File: src/pkg/oag_pkg.sv
/*
  Shared constants, enumerations and the stack-alias lookup of the operand
  and address generator. Assumes a single core clock; the instruction
  decoder supplies already decoded fields and the register file supplies
  the base, index and shift-amount register values.
*/
package oag_pkg;
  localparam int DATA_W      = 32;
  localparam int IMM12_W     = 12;
  localparam int IMM8_W      = 8;
  localparam int SHIFT_IMM_W = 5;
  localparam int REG_AMT_W   = 8;
  localparam int COUNT_W     = 5;
  localparam int WORD_SHIFT  = 2;
  localparam logic [DATA_W-1:0] WORD_STEP  = 32'h0000_0004;
  localparam logic [DATA_W-1:0] RESET_WORD = 32'h0000_0000;

  typedef enum logic [2:0] {
    CLASS_DATA_PROC, CLASS_WORD_BYTE, CLASS_HALF_SBYTE, CLASS_MULTI,
    CLASS_COPRO
  } oag_class_t;

  typedef enum logic [1:0] {
    INDEX_OFFSET, INDEX_PRE, INDEX_POST
  } oag_index_t;

  typedef enum logic [1:0] {
    SRC_IMM, SRC_REG, SRC_SCALED
  } oag_src_t;

  typedef enum logic [2:0] {
    SHIFT_LEFT_LOGICAL, SHIFT_RIGHT_LOGICAL, SHIFT_RIGHT_ARITH,
    ROTATE_RIGHT, ROTATE_RIGHT_EXTEND
  } oag_shift_t;

  typedef enum logic [1:0] {
    INC_AFTER, INC_BEFORE, DEC_AFTER, DEC_BEFORE
  } oag_multi_t;

  typedef enum logic [1:0] {
    FULL_DESC_STACK, EMPTY_DESC_STACK, FULL_ASC_STACK, EMPTY_ASC_STACK
  } oag_stack_t;

  // Separate tables for loads and stores keep the two aliases independent.
  function automatic oag_multi_t stack_to_multi(input oag_stack_t s,
                                                input logic       isLoad);
    oag_multi_t m;
    m = INC_AFTER;
    if (isLoad) begin
      case (s)
        FULL_DESC_STACK:  m = INC_AFTER;
        EMPTY_DESC_STACK: m = INC_BEFORE;
        FULL_ASC_STACK:   m = DEC_AFTER;
        default:          m = DEC_BEFORE;
      endcase
    end else begin
      case (s)
        FULL_DESC_STACK:  m = INC_AFTER;
        EMPTY_DESC_STACK: m = INC_BEFORE;
        FULL_ASC_STACK:   m = DEC_AFTER;
        default:          m = DEC_BEFORE;
      endcase
    end
    return m;
  endfunction
endpackage

File: src/pkg/oag_shift_if.sv
/*
  Carrier between the generator and its barrel shifter.
  Assumes both ends sit in the same core clock domain; it is purely
  combinational.
*/
`timescale 1ns/100ps
interface oag_shift_if;
  logic [oag_pkg::DATA_W-1:0]    value;
  logic [oag_pkg::REG_AMT_W-1:0] amount;
  oag_pkg::oag_shift_t           kind;
  logic                          carryIn;
  logic [oag_pkg::DATA_W-1:0]    result;
  logic                          carryOut;

  modport requester (output value, amount, kind, carryIn,
                     input  result, carryOut);
  modport shifter   (input  value, amount, kind, carryIn,
                     output result, carryOut);
endinterface

File: src/logic/oag_barrel_shifter.sv
/*
  Combinational barrel shifter with shifter carry out.
  Assumes the amount is already chosen by the caller: a 5-bit immediate
  zero-extended, or the low byte of the shift-amount register.
*/
`timescale 1ns/100ps
module oag_barrel_shifter (
  oag_shift_if.shifter sh
);
  localparam int W = oag_pkg::DATA_W;

  logic [2*W-1:0]        leftWide;
  logic [2*W-1:0]        rightWide;
  logic signed [2*W-1:0] arithWide;
  logic [W-1:0]          rotated;
  logic [4:0]            rotAmt;

  // Double-width shifts give the carry bit and the saturation past 32
  // for free, so amounts of 32 and above need no special case.
  always_comb begin
    leftWide  = {{W{1'b0}}, sh.value} << sh.amount;
    rightWide = {sh.value, {W{1'b0}}} >> sh.amount;
    arithWide = $signed({sh.value, {W{1'b0}}}) >>> sh.amount;
    rotAmt    = sh.amount[4:0];
    rotated   = (sh.value >> rotAmt) | (sh.value << (6'd32 - {1'b0, rotAmt}));
  end

  // For every kind but rotate-right-extend, an amount of zero passes the value and the carry flag unchanged.
  always_comb begin
    sh.result   = sh.value;
    sh.carryOut = sh.carryIn;
    case (sh.kind)
      oag_pkg::SHIFT_LEFT_LOGICAL: if (sh.amount != '0) begin
        sh.result   = leftWide[W-1:0];
        sh.carryOut = leftWide[W];
      end
      oag_pkg::SHIFT_RIGHT_LOGICAL: if (sh.amount != '0) begin
        sh.result   = rightWide[2*W-1:W];
        sh.carryOut = rightWide[W-1];
      end
      oag_pkg::SHIFT_RIGHT_ARITH: if (sh.amount != '0) begin
        sh.result   = arithWide[2*W-1:W];
        sh.carryOut = arithWide[W-1];
      end
      oag_pkg::ROTATE_RIGHT: if (sh.amount != '0) begin
        sh.result   = rotated;
        sh.carryOut = rotated[W-1];
      end
      oag_pkg::ROTATE_RIGHT_EXTEND: begin
        sh.result   = {sh.carryIn, sh.value[W-1:1]};
        sh.carryOut = sh.value[0];
      end
      default: begin
        sh.result   = sh.value;
        sh.carryOut = sh.carryIn;
      end
    endcase
  end
endmodule

File: src/logic/oag_operand_address_generator.sv
/*
  Operand and address generator: second data-processing operand, shifter
  carry, transfer address and base write-back value, one cycle after a
  request. Assumes decoded fields arrive with reqValid from the decoder
  and register values are stable in the same cycle.
*/
`timescale 1ns/100ps
module oag_operand_address_generator (
  input  logic                              clk,
  input  logic                              reset_n,
  input  logic                              reqValid,
  input  oag_pkg::oag_class_t               addrClass,
  input  oag_pkg::oag_index_t               indexMode,
  input  oag_pkg::oag_src_t                 offsetSource,
  input  logic                              offsetUp,
  input  logic                              userPriv,
  input  logic [oag_pkg::IMM12_W-1:0]       immOffset,
  input  oag_pkg::oag_shift_t               shiftKind,
  input  logic [oag_pkg::SHIFT_IMM_W-1:0]   shiftImm,
  input  logic                              shiftByReg,
  input  logic                              useImm,
  input  logic [oag_pkg::DATA_W-1:0]        imm32,
  input  logic [oag_pkg::DATA_W-1:0]        baseReg,
  input  logic [oag_pkg::DATA_W-1:0]        indexReg,
  input  logic [oag_pkg::DATA_W-1:0]        shiftAmountReg,
  input  logic                              carryFlag,
  input  oag_pkg::oag_multi_t               multiMode,
  input  logic                              useStackAlias,
  input  oag_pkg::oag_stack_t               stackType,
  input  logic                              multiLoad,
  input  logic [oag_pkg::COUNT_W-1:0]       regCount,
  output logic                              resultValid_q,
  output logic [oag_pkg::DATA_W-1:0]        operand2_q,
  output logic                              shifterCarry_q,
  output logic [oag_pkg::DATA_W-1:0]        xferAddr_q,
  output logic [oag_pkg::DATA_W-1:0]        writebackAddr_q,
  output logic                              writebackEn_q,
  output logic                              userAccess_q,
  output logic                              modeError_q
);
  oag_shift_if shIf ();

  logic [oag_pkg::DATA_W-1:0] offset;
  logic [oag_pkg::DATA_W-1:0] indexed;
  logic [oag_pkg::DATA_W-1:0] span;
  logic [oag_pkg::DATA_W-1:0] addr_d;
  logic [oag_pkg::DATA_W-1:0] wback_d;
  logic                       wbEn_d;
  logic                       err_d;
  logic [oag_pkg::DATA_W-1:0] operand_d;
  logic                       carry_d;
  oag_pkg::oag_multi_t        seq;

  oag_barrel_shifter u_shifter (
    .sh (shIf.shifter)
  );

  // One shifter serves both the data-processing operand and the scaled
  // index; only one class is active per request, so sharing costs nothing.
  always_comb begin
    shIf.value   = indexReg;
    shIf.kind    = shiftKind;
    shIf.carryIn = carryFlag;
    if (addrClass == oag_pkg::CLASS_DATA_PROC && shiftByReg) begin
      shIf.amount = shiftAmountReg[oag_pkg::REG_AMT_W-1:0];
    end else begin
      shIf.amount = oag_pkg::REG_AMT_W'(shiftImm);
    end
  end

  // Second operand: immediate, or the shifted register; an immediate
  // keeps the carry flag as the shifter carry.
  always_comb begin
    if (useImm) begin
      operand_d = imm32;
      carry_d   = carryFlag;
    end else begin
      operand_d = shIf.result;
      carry_d   = shIf.carryOut;
    end
  end

  // Offset per class, and detection of forms a class does not offer.
  always_comb begin
    offset = '0;
    err_d  = 1'b0;
    case (addrClass)
      oag_pkg::CLASS_WORD_BYTE: begin
        case (offsetSource)
          oag_pkg::SRC_IMM: offset = oag_pkg::DATA_W'(immOffset);
          oag_pkg::SRC_REG:    offset = indexReg;
          default:             offset = shIf.result;
        endcase
        err_d = userPriv && indexMode == oag_pkg::INDEX_PRE;
      end
      oag_pkg::CLASS_HALF_SBYTE: begin
        // A scaled index is refused here but still added unshifted.
        if (offsetSource == oag_pkg::SRC_IMM) begin
          offset = oag_pkg::DATA_W'(
                     immOffset[oag_pkg::IMM8_W-1:0]);
        end else begin
          offset = indexReg;
        end
        err_d = offsetSource == oag_pkg::SRC_SCALED || userPriv;
      end
      oag_pkg::CLASS_COPRO: begin
        offset = oag_pkg::DATA_W'(immOffset[oag_pkg::IMM8_W-1:0])
                 << oag_pkg::WORD_SHIFT;
        err_d  = offsetSource != oag_pkg::SRC_IMM || userPriv;
      end
      oag_pkg::CLASS_MULTI:     err_d = userPriv;
      oag_pkg::CLASS_DATA_PROC: err_d = userPriv;
      default:                  err_d = 1'b1;
    endcase
  end

  // Block sequencing: the stack alias, when used, picks the sequence.
  always_comb begin
    seq  = useStackAlias ? oag_pkg::stack_to_multi(stackType, multiLoad)
                         : multiMode;
    span = oag_pkg::DATA_W'(regCount) << oag_pkg::WORD_SHIFT;
  end

  // Transfer address and write-back value for every class.
  always_comb begin
    indexed = offsetUp ? baseReg + offset : baseReg - offset;
    addr_d  = baseReg;
    wback_d = baseReg;
    wbEn_d  = 1'b0;
    case (addrClass)
      oag_pkg::CLASS_MULTI: begin
        wbEn_d = 1'b1;
        case (seq)
          oag_pkg::INC_AFTER: begin
            addr_d  = baseReg;
            wback_d = baseReg + span;
          end
          oag_pkg::INC_BEFORE: begin
            addr_d  = baseReg + oag_pkg::WORD_STEP;
            wback_d = baseReg + span;
          end
          oag_pkg::DEC_AFTER: begin
            addr_d  = baseReg - span + oag_pkg::WORD_STEP;
            wback_d = baseReg - span;
          end
          default: begin
            addr_d  = baseReg - span;
            wback_d = baseReg - span;
          end
        endcase
      end
      oag_pkg::CLASS_WORD_BYTE, oag_pkg::CLASS_HALF_SBYTE,
      oag_pkg::CLASS_COPRO: begin
        case (indexMode)
          oag_pkg::INDEX_PRE: begin
            addr_d  = indexed;
            wback_d = indexed;
            wbEn_d  = 1'b1;
          end
          oag_pkg::INDEX_POST: begin
            addr_d  = baseReg;
            wback_d = indexed;
            wbEn_d  = 1'b1;
          end
          default: addr_d = indexed;
        endcase
      end
      default: begin
        addr_d  = baseReg;
        wback_d = baseReg;
      end
    endcase
  end

  // Result strobe: exactly one cycle after each request.
  always_ff @(posedge clk or negedge reset_n) begin
    if (!reset_n) begin
      resultValid_q <= 1'b0;
    end else begin
      resultValid_q <= reqValid;
    end
  end

  // Operand path registers; held between requests.
  always_ff @(posedge clk or negedge reset_n) begin
    if (!reset_n) begin
      operand2_q     <= oag_pkg::RESET_WORD;
      shifterCarry_q <= 1'b0;
    end else if (reqValid) begin
      operand2_q     <= operand_d;
      shifterCarry_q <= carry_d;
    end
  end

  // Address path registers. A refused form never writes the base back,
  // so a bad decode cannot corrupt the register file.
  always_ff @(posedge clk or negedge reset_n) begin
    if (!reset_n) begin
      xferAddr_q      <= oag_pkg::RESET_WORD;
      writebackAddr_q <= oag_pkg::RESET_WORD;
      writebackEn_q   <= 1'b0;
      userAccess_q    <= 1'b0;
      modeError_q     <= 1'b0;
    end else if (reqValid) begin
      xferAddr_q      <= addr_d;
      writebackAddr_q <= wback_d;
      writebackEn_q   <= wbEn_d && !err_d;
      userAccess_q    <= userPriv && addrClass == oag_pkg::CLASS_WORD_BYTE;
      modeError_q     <= err_d;
    end else begin
      writebackEn_q   <= 1'b0;
    end
  end
endmodule

File: config.mk
export PLATFORM = sky130hd
export DESIGN_NAME = oag_operand_address_generator
export DESIGN_NICKNAME = d
export VERILOG_FILES = /design/src/pkg/oag_pkg.sv /design/src/pkg/oag_shift_if.sv /design/src/logic/oag_barrel_shifter.sv /design/src/logic/oag_operand_address_generator.sv
export SDC_FILE = /design/constraint.sdc
export NUM_CORES = 1
export LEC_CHECK = 0
export BUFFER_PORTS_ARGS = -buffer_cell sky130_fd_sc_hd__buf_2
export CORE_ASPECT_RATIO = 1.4
export CORE_UTILIZATION = 40
export CTS_BUF_LIST = sky130_fd_sc_hd__clkbuf_2
export DETAILED_ROUTE_END_ITERATION = 7
export GPL_ROUTABILITY_DRIVEN = 1
export GPL_TIMING_DRIVEN = 0
export HOLD_SLACK_MARGIN = 0.08
export PLACE_DENSITY_LB_ADDON = 0.12
export SLEW_MARGIN = 15
export SYNTH_ARGS = -nofsm -noshare
export SYNTH_HDL_FRONTEND = slang
export SYNTH_HIERARCHICAL = 1
export SYNTH_SLANG_ARGS = --single-unit
File: constraint.sdc
create_clock -name clk -period 0.8 [get_ports clk]
set_input_delay 0.16 -clock clk [delete_from_list [all_inputs] [get_ports clk]]
set_output_delay 0.16 -clock clk [all_outputs]
set_load 0.02 [all_outputs]
==> metrics.yaml, run 1 <==
run_status:
  status: "aborted with a tool error"
  failed_stage: "global routing"
  toolErrorMsg: "[ERROR GRT-0116] Global routing finished with congestion. Check the congestion regions in the DRC Viewer."
logic_synthesis:
  synth_ff_type: "dfrtp_1"
  yosysTopAreaCell: "dfrtp_1"
  ys_types: 111
  ys.warnings.count: 6
  synth_top_area_share_pct: 12.04
  syn_area_per_cell_um2: 7.146
  synth_seq_cells: 101
  syn-num-nets: 3166
  syn_inst: 2937
  seq_area_frac_synth_pct: 12.04
  synthesis.area_um2: 20990
  synth_edf_count: 0
  synth.area.top_cells: "dfrtp_1 12%, mux2i_1 6.9%, a21oi_1 6.8%"
  async_flop_share_pct: 100.0
place:
  place.gp.congestion: 1.168
  hpwl_um: 124300
  dp_cells: 3842
  pre_cts_slack_ns: -10.70
  io_buffers: 245
floorplan:
  chipWidth_um: 195.6
  die_height_um: 273.0
  rows: 99
  initial_core_util_pct: 40.34
  io_pins: 275
clock_network:
  cts_sinks: 101
  htreeDepth: 3
  numCtsBuffers: 9
  clockBufferDepth: 2
  cts_root_buf: "clkbuf_2"
grt:
  grt_max_degree: 52
  grt_first_pass_wirelength_um: 283300
  grt_overflow: 267
  grt_pass1_vias: 34600
  grt_usage_pct: 73.59
-- cells in the mapped netlist, types with 20 or more instances --
| cell | instances |
|---|---|
| a22oi_1 | 47 |
| a211oi_1 | 30 |
| and3_1 | 27 |
| and2_1 | 22 |
| a31oi_1 | 64 |
| o31ai_1 | 21 |
| nor3_1 | 74 |
| mux2i_1 | 144 |
| o21ai_0 | 207 |
| nand3_1 | 69 |
| clkbuf_1 | 214 |
| a221oi_1 | 32 |
| xor2_1 | 25 |
| nor4_1 | 26 |
| o211ai_1 | 34 |
| inv_1 | 54 |
| o22ai_1 | 35 |
| nand4_1 | 20 |
| or3_1 | 22 |
| a21oi_1 | 285 |
| nand2_1 | 289 |
| dfrtp_1 | 101 |
| nor2_1 | 349 |
| mux4_2 | 58 |
| ha_1 | 52 |
| a21o_1 | 20 |
| buf_2 | 36 |
| xnor2_1 | 80 |
| mux2_2 | 71 |
-- metrics by stage --
| stage | cell area (um^2) | util (%) |
|---|---|---|
| after floorplan | 21560 | - |
| after global placement | 23610 | 45.38 |
| after detailed placement | 23690 | 45.54 |
| after CTS | 27580 | 53.01 |
-- logic make-up after synthesis --
group | count (synthesis) | synth area share [%]
AO/OA/AOI/OAI | 1022 | 32.10
AND/OR/NAND/NOR | 1020 | 22.86
buffers and inverters | 348 | 7.100
multiplexers | 284 | 17.96
XOR/XNOR | 106 | 4.513
flip-flops | 101 | 12.04
adder cells (fa/ha/maj) | 56 | 3.434
-- routing by layer --
layer / global-route usage [%] / overflow
met1: 73.34 / 2
met2: 94.82 / 140
met3: 49.72 / 4
met4: 81.91 / 121
met5: 10.84 / 0
-- what timing repair did --
item,in CTS
cloned,1
buffers inserted,159
hold endpoints to repair,178
hold buffers,49
gates resized for setup,447
endpoints found under the setup margin,199
pin swaps,128
==> run 2: changes to the inputs <==
CORE_ASPECT_RATIO = default   (was 1.4)
CORE_UTILIZATION = 25   (was 40)
CTS_BUF_LIST = default   (was sky130_fd_sc_hd__clkbuf_2)
HOLD_SLACK_MARGIN = default   (was 0.08)
PLACE_DENSITY_LB_ADDON = 0.15   (was 0.12)
clock period = 1 ns   (was 0.8 ns; I/O delays follow)
==> run 2 against run 1 <==
Effect of this change:
- the flow now finishes, with violations (DRC, hold timing, setup timing)
- area after synthesis unchanged
- synthesized cell count unchanged
==> metrics.yaml, run 2 <==
timing:
  post-route-period-util_pct: 821.3
  period_minus_slack_ns: 8.213
  drv_slew: 0
  rsz0062_at_grt: "true"
  setup_slack_ns: -7.213
  hold_violations: 36
  setup_violations: 200
  fin_tns_setup_ns: -523.36
  clock-skew-final_ns: 0
  fmax_mhz: 121.8
  worst_pin_slew_ns: 1.459
  timing.hold.ws_ns: -0.3213
  relSlewSlack_pct: 2.723
logic_synthesis:
  syn_inst: 2937  # unchanged
  synth_top_family_by_area: "compound AO/OA/AOI/OAI gates"
  synth_common_cells: "349 x nor2_1, 289 x nand2_1, 285 x a21oi_1"
  synth.area.top_cells: "dfrtp_1 12%, mux2i_1 6.9%, a21oi_1 6.8%"
  synthesis.area_um2: 20990  # unchanged
  ys.warnings.count: 6  # unchanged
  syn_area_per_cell_um2: 7.146  # unchanged
  synth_seq_cells: 101  # unchanged
  yosysTopAreaCell: "dfrtp_1"
  synth_ff_type: "dfrtp_1"
  synth_top_area_share_pct: 12.04  # unchanged
  synth_compound_area_share_pct: 32.10  # unchanged
  syn-num-nets: 3166  # unchanged
  synthAdderAreaFrac_pct: 3.434  # unchanged
  synth_most_common_cell: "nor2_1"
  synthXorXnorAreaFrac_pct: 4.513  # unchanged
  async_flop_share_pct: 100.0  # unchanged
  synth-simple-area-share_pct: 22.86  # unchanged
  synth.area.mux_share_pct: 17.96  # unchanged
  seq_area_frac_synth_pct: 12.04  # unchanged
  synth_edf_count: 0  # unchanged
  ys_types: 111  # unchanged
layout:
  nNetsFinal: 3578
  layout.cells.most_common_list: "324 x nor2_1, 279 x nand2_1, 248 x buf_2, 246 x a21oi_1, 166 x clkbuf_1"
  finalNonFillerCells: 4433
  syn_to_final_growth_pct: 36.05
  layout_commonest_cell: "nor2_1"
  drive_gt1_share_pct: 31.37
  largestRegisters: "operand2_q: 32 flops, writebackAddr_q: 32 flops, xferAddr_q: 32 flops"
place:
  io_buffers: 245  # unchanged
  hpwl_um: 127900  # +2.9%
  place.gp.congestion: 1.092  # -6.5%
  dp_cells: 4254  # +11%
grt:
  grt_first_pass_wirelength_um: 226100
  grt_pass1_vias: 27240
  grt_max_degree: 66
  grt_antenna_before_repair: 9
  grt_overflow: 0
  grt_usage_pct: 37.65
clock_network:
  cts_sinks: 101  # unchanged
  holdBufCountCts: 1  # -98%
  numCtsBuffers: 9  # unchanged
  cts_tree: "yes"
  clockBufferDepth: 2  # unchanged
  htreeDepth: 3  # unchanged
  clk_latency_ns: 0.39
  clk_pin_slew_ns: 0.10
  cts_root_buf: "clkbuf_16"
drt:
  drtIter0Drc: 3972
  via_count: 28940
  remaining_drc_errors: 2
  wire_per_inst_um: 37.17
  drt-vias-per-instance: 6.527
  ant_nets: 0
  drt-pass1-iter-count: 8
  wl_um: 164800
critical_path:
  crit_fanout: 10
  arrival_ns: 8.47
  startpoint_type: "input pin"
  crit_path_top_delay_cell: "a221oi_4"
  crit_path_end_kind: "flip-flop"
  critical_path_class: "input pin to flip-flop"
  slowest_delay_ns: 0.54
  worstPathRequired_ns: 1.26
power:
  irDropWorstVdd_uv: 969.9
  cellLeakagePower_nw: 10.67
  power.density_nw_per_um2: 1136
floorplan:
  core_area_um2: 82640
  die_height_um: 291.8  # +6.9%
  initial_core_util_pct: 25.40  # -15 points
  chipWidth_um: 291.8  # +49%
  rows: 105  # +6.1%
  io_pins: 275  # unchanged
  dieArea_um2: 85120
run_status:
  status: "complete, but fails checks"
  violations: "DRC, hold timing, setup timing"
hold_path:
  hold_path_class: "input pin to async pin"
flow_run:
  drv_cap: 0
-- run 2: cell counts after synthesis --
Identical to the previous run, type by type.
-- run 2: final timing paths --
path                                                    to  cells after the start                             from  slack [ns]
setup / recovery           writebackAddr_q[29]$_DFFE_PN0P_                     35                     addrClass[2]       -7.21
hold / removal                  xferAddr_q[20]$_DFFE_PN0P_                      1                          reset_n       -0.32
setup reg to reg           writebackAddr_q[17]$_DFFE_PN0P_                      2  writebackAddr_q[17]$_DFFE_PN0P_        0.08
hold reg to reg            writebackAddr_q[12]$_DFFE_PN0P_                      1  writebackAddr_q[12]$_DFFE_PN0P_        0.48
max in group asynchronous       shifterCarry_q$_DFFE_PN0P_                      2                          reset_n        0.62
min in group clk                  userAccess_q$_DFFE_PN0P_                      3                         userPriv        0.06
-- run 2: where the power goes --
part | switching (mW) | internal, mW
clock network | 2.08 | 1.80
registers | 0.506 | 4.70
logic | 15.0 | 8.40
total | 17.5 | 14.9
-- run 2: layout make-up --
class	instances	area, um^2
flip-flops and latches	101	2531
diodes	9	22.52
clock inverters	5	41.29
multi-input cells	2488	19750
repair buffers	407	2654
well taps	1070	1339
clock buffers	11	242.7
fillers	8939	54080
inverters	57	242.7
plain buffers	285	1728
-- run 2: metrics by stage --
step	total power, mW	hold WS [ns]	utilization (%)	cell area [um^2]	setup WS [ns]
after floorplan	16.00	-0.09559	-	21540	-6.570
after global placement	23.75	0.3253	29.17	24100	-10.79
after detailed placement	23.57	0.1450	29.23	24160	-10.73
after CTS	30.28	-0.3076	33.13	27380	-7.136
after global routing	33.26	-0.2927	34.54	28540	-7.233
final	32.44	-0.3213	34.56	28550	-7.213
-- run 2: cell families after synthesis --
family / Yosys count
adder cells (fa/ha/maj): 56
multiplexers: 284
XOR/XNOR: 106
flip-flops: 101
AND/OR/NAND/NOR: 1020
buffers and inverters: 348
AO/OA/AOI/OAI: 1022
-- run 2: worst max-delay path: cells and delay by family --
kind | cells | cell delay (ns)
AO/OA/AOI/OAI | 13 | 3.38
multiplexers | 2 | 0.77
XOR/XNOR | 2 | 0.39
buffers and inverters | 7 | 1.08
AND/OR/NAND/NOR | 10 | 2.31
adder cells (fa/ha/maj) | 1 | 0.33
-- run 2: repair_timing --
| item | in CTS | in global routing |
|---|---|---|
| endpoints found under the setup margin | 201 | 201 |
| pin swaps | 128 | 98 |
| endpoints found under the hold margin | 37 | 36 |
| setup buffers | 111 | 48 |
| resized for setup | 436 | 186 |
| gates cloned | 1 | 0 |
-- run 2: per-layer routing --
metal / vias up / track usage [%] / share of wire, %
li1: 11970 / - / -
met1: 14230 / 46.10 / 38
met2: 2187 / 58.20 / 43
met3: 547 / 9.728 / 11
met4: 2 / 24.69 / 8.5
met5: - / 0 / 0.0079
No activity file was read; power rests on OpenSTA's default activity.
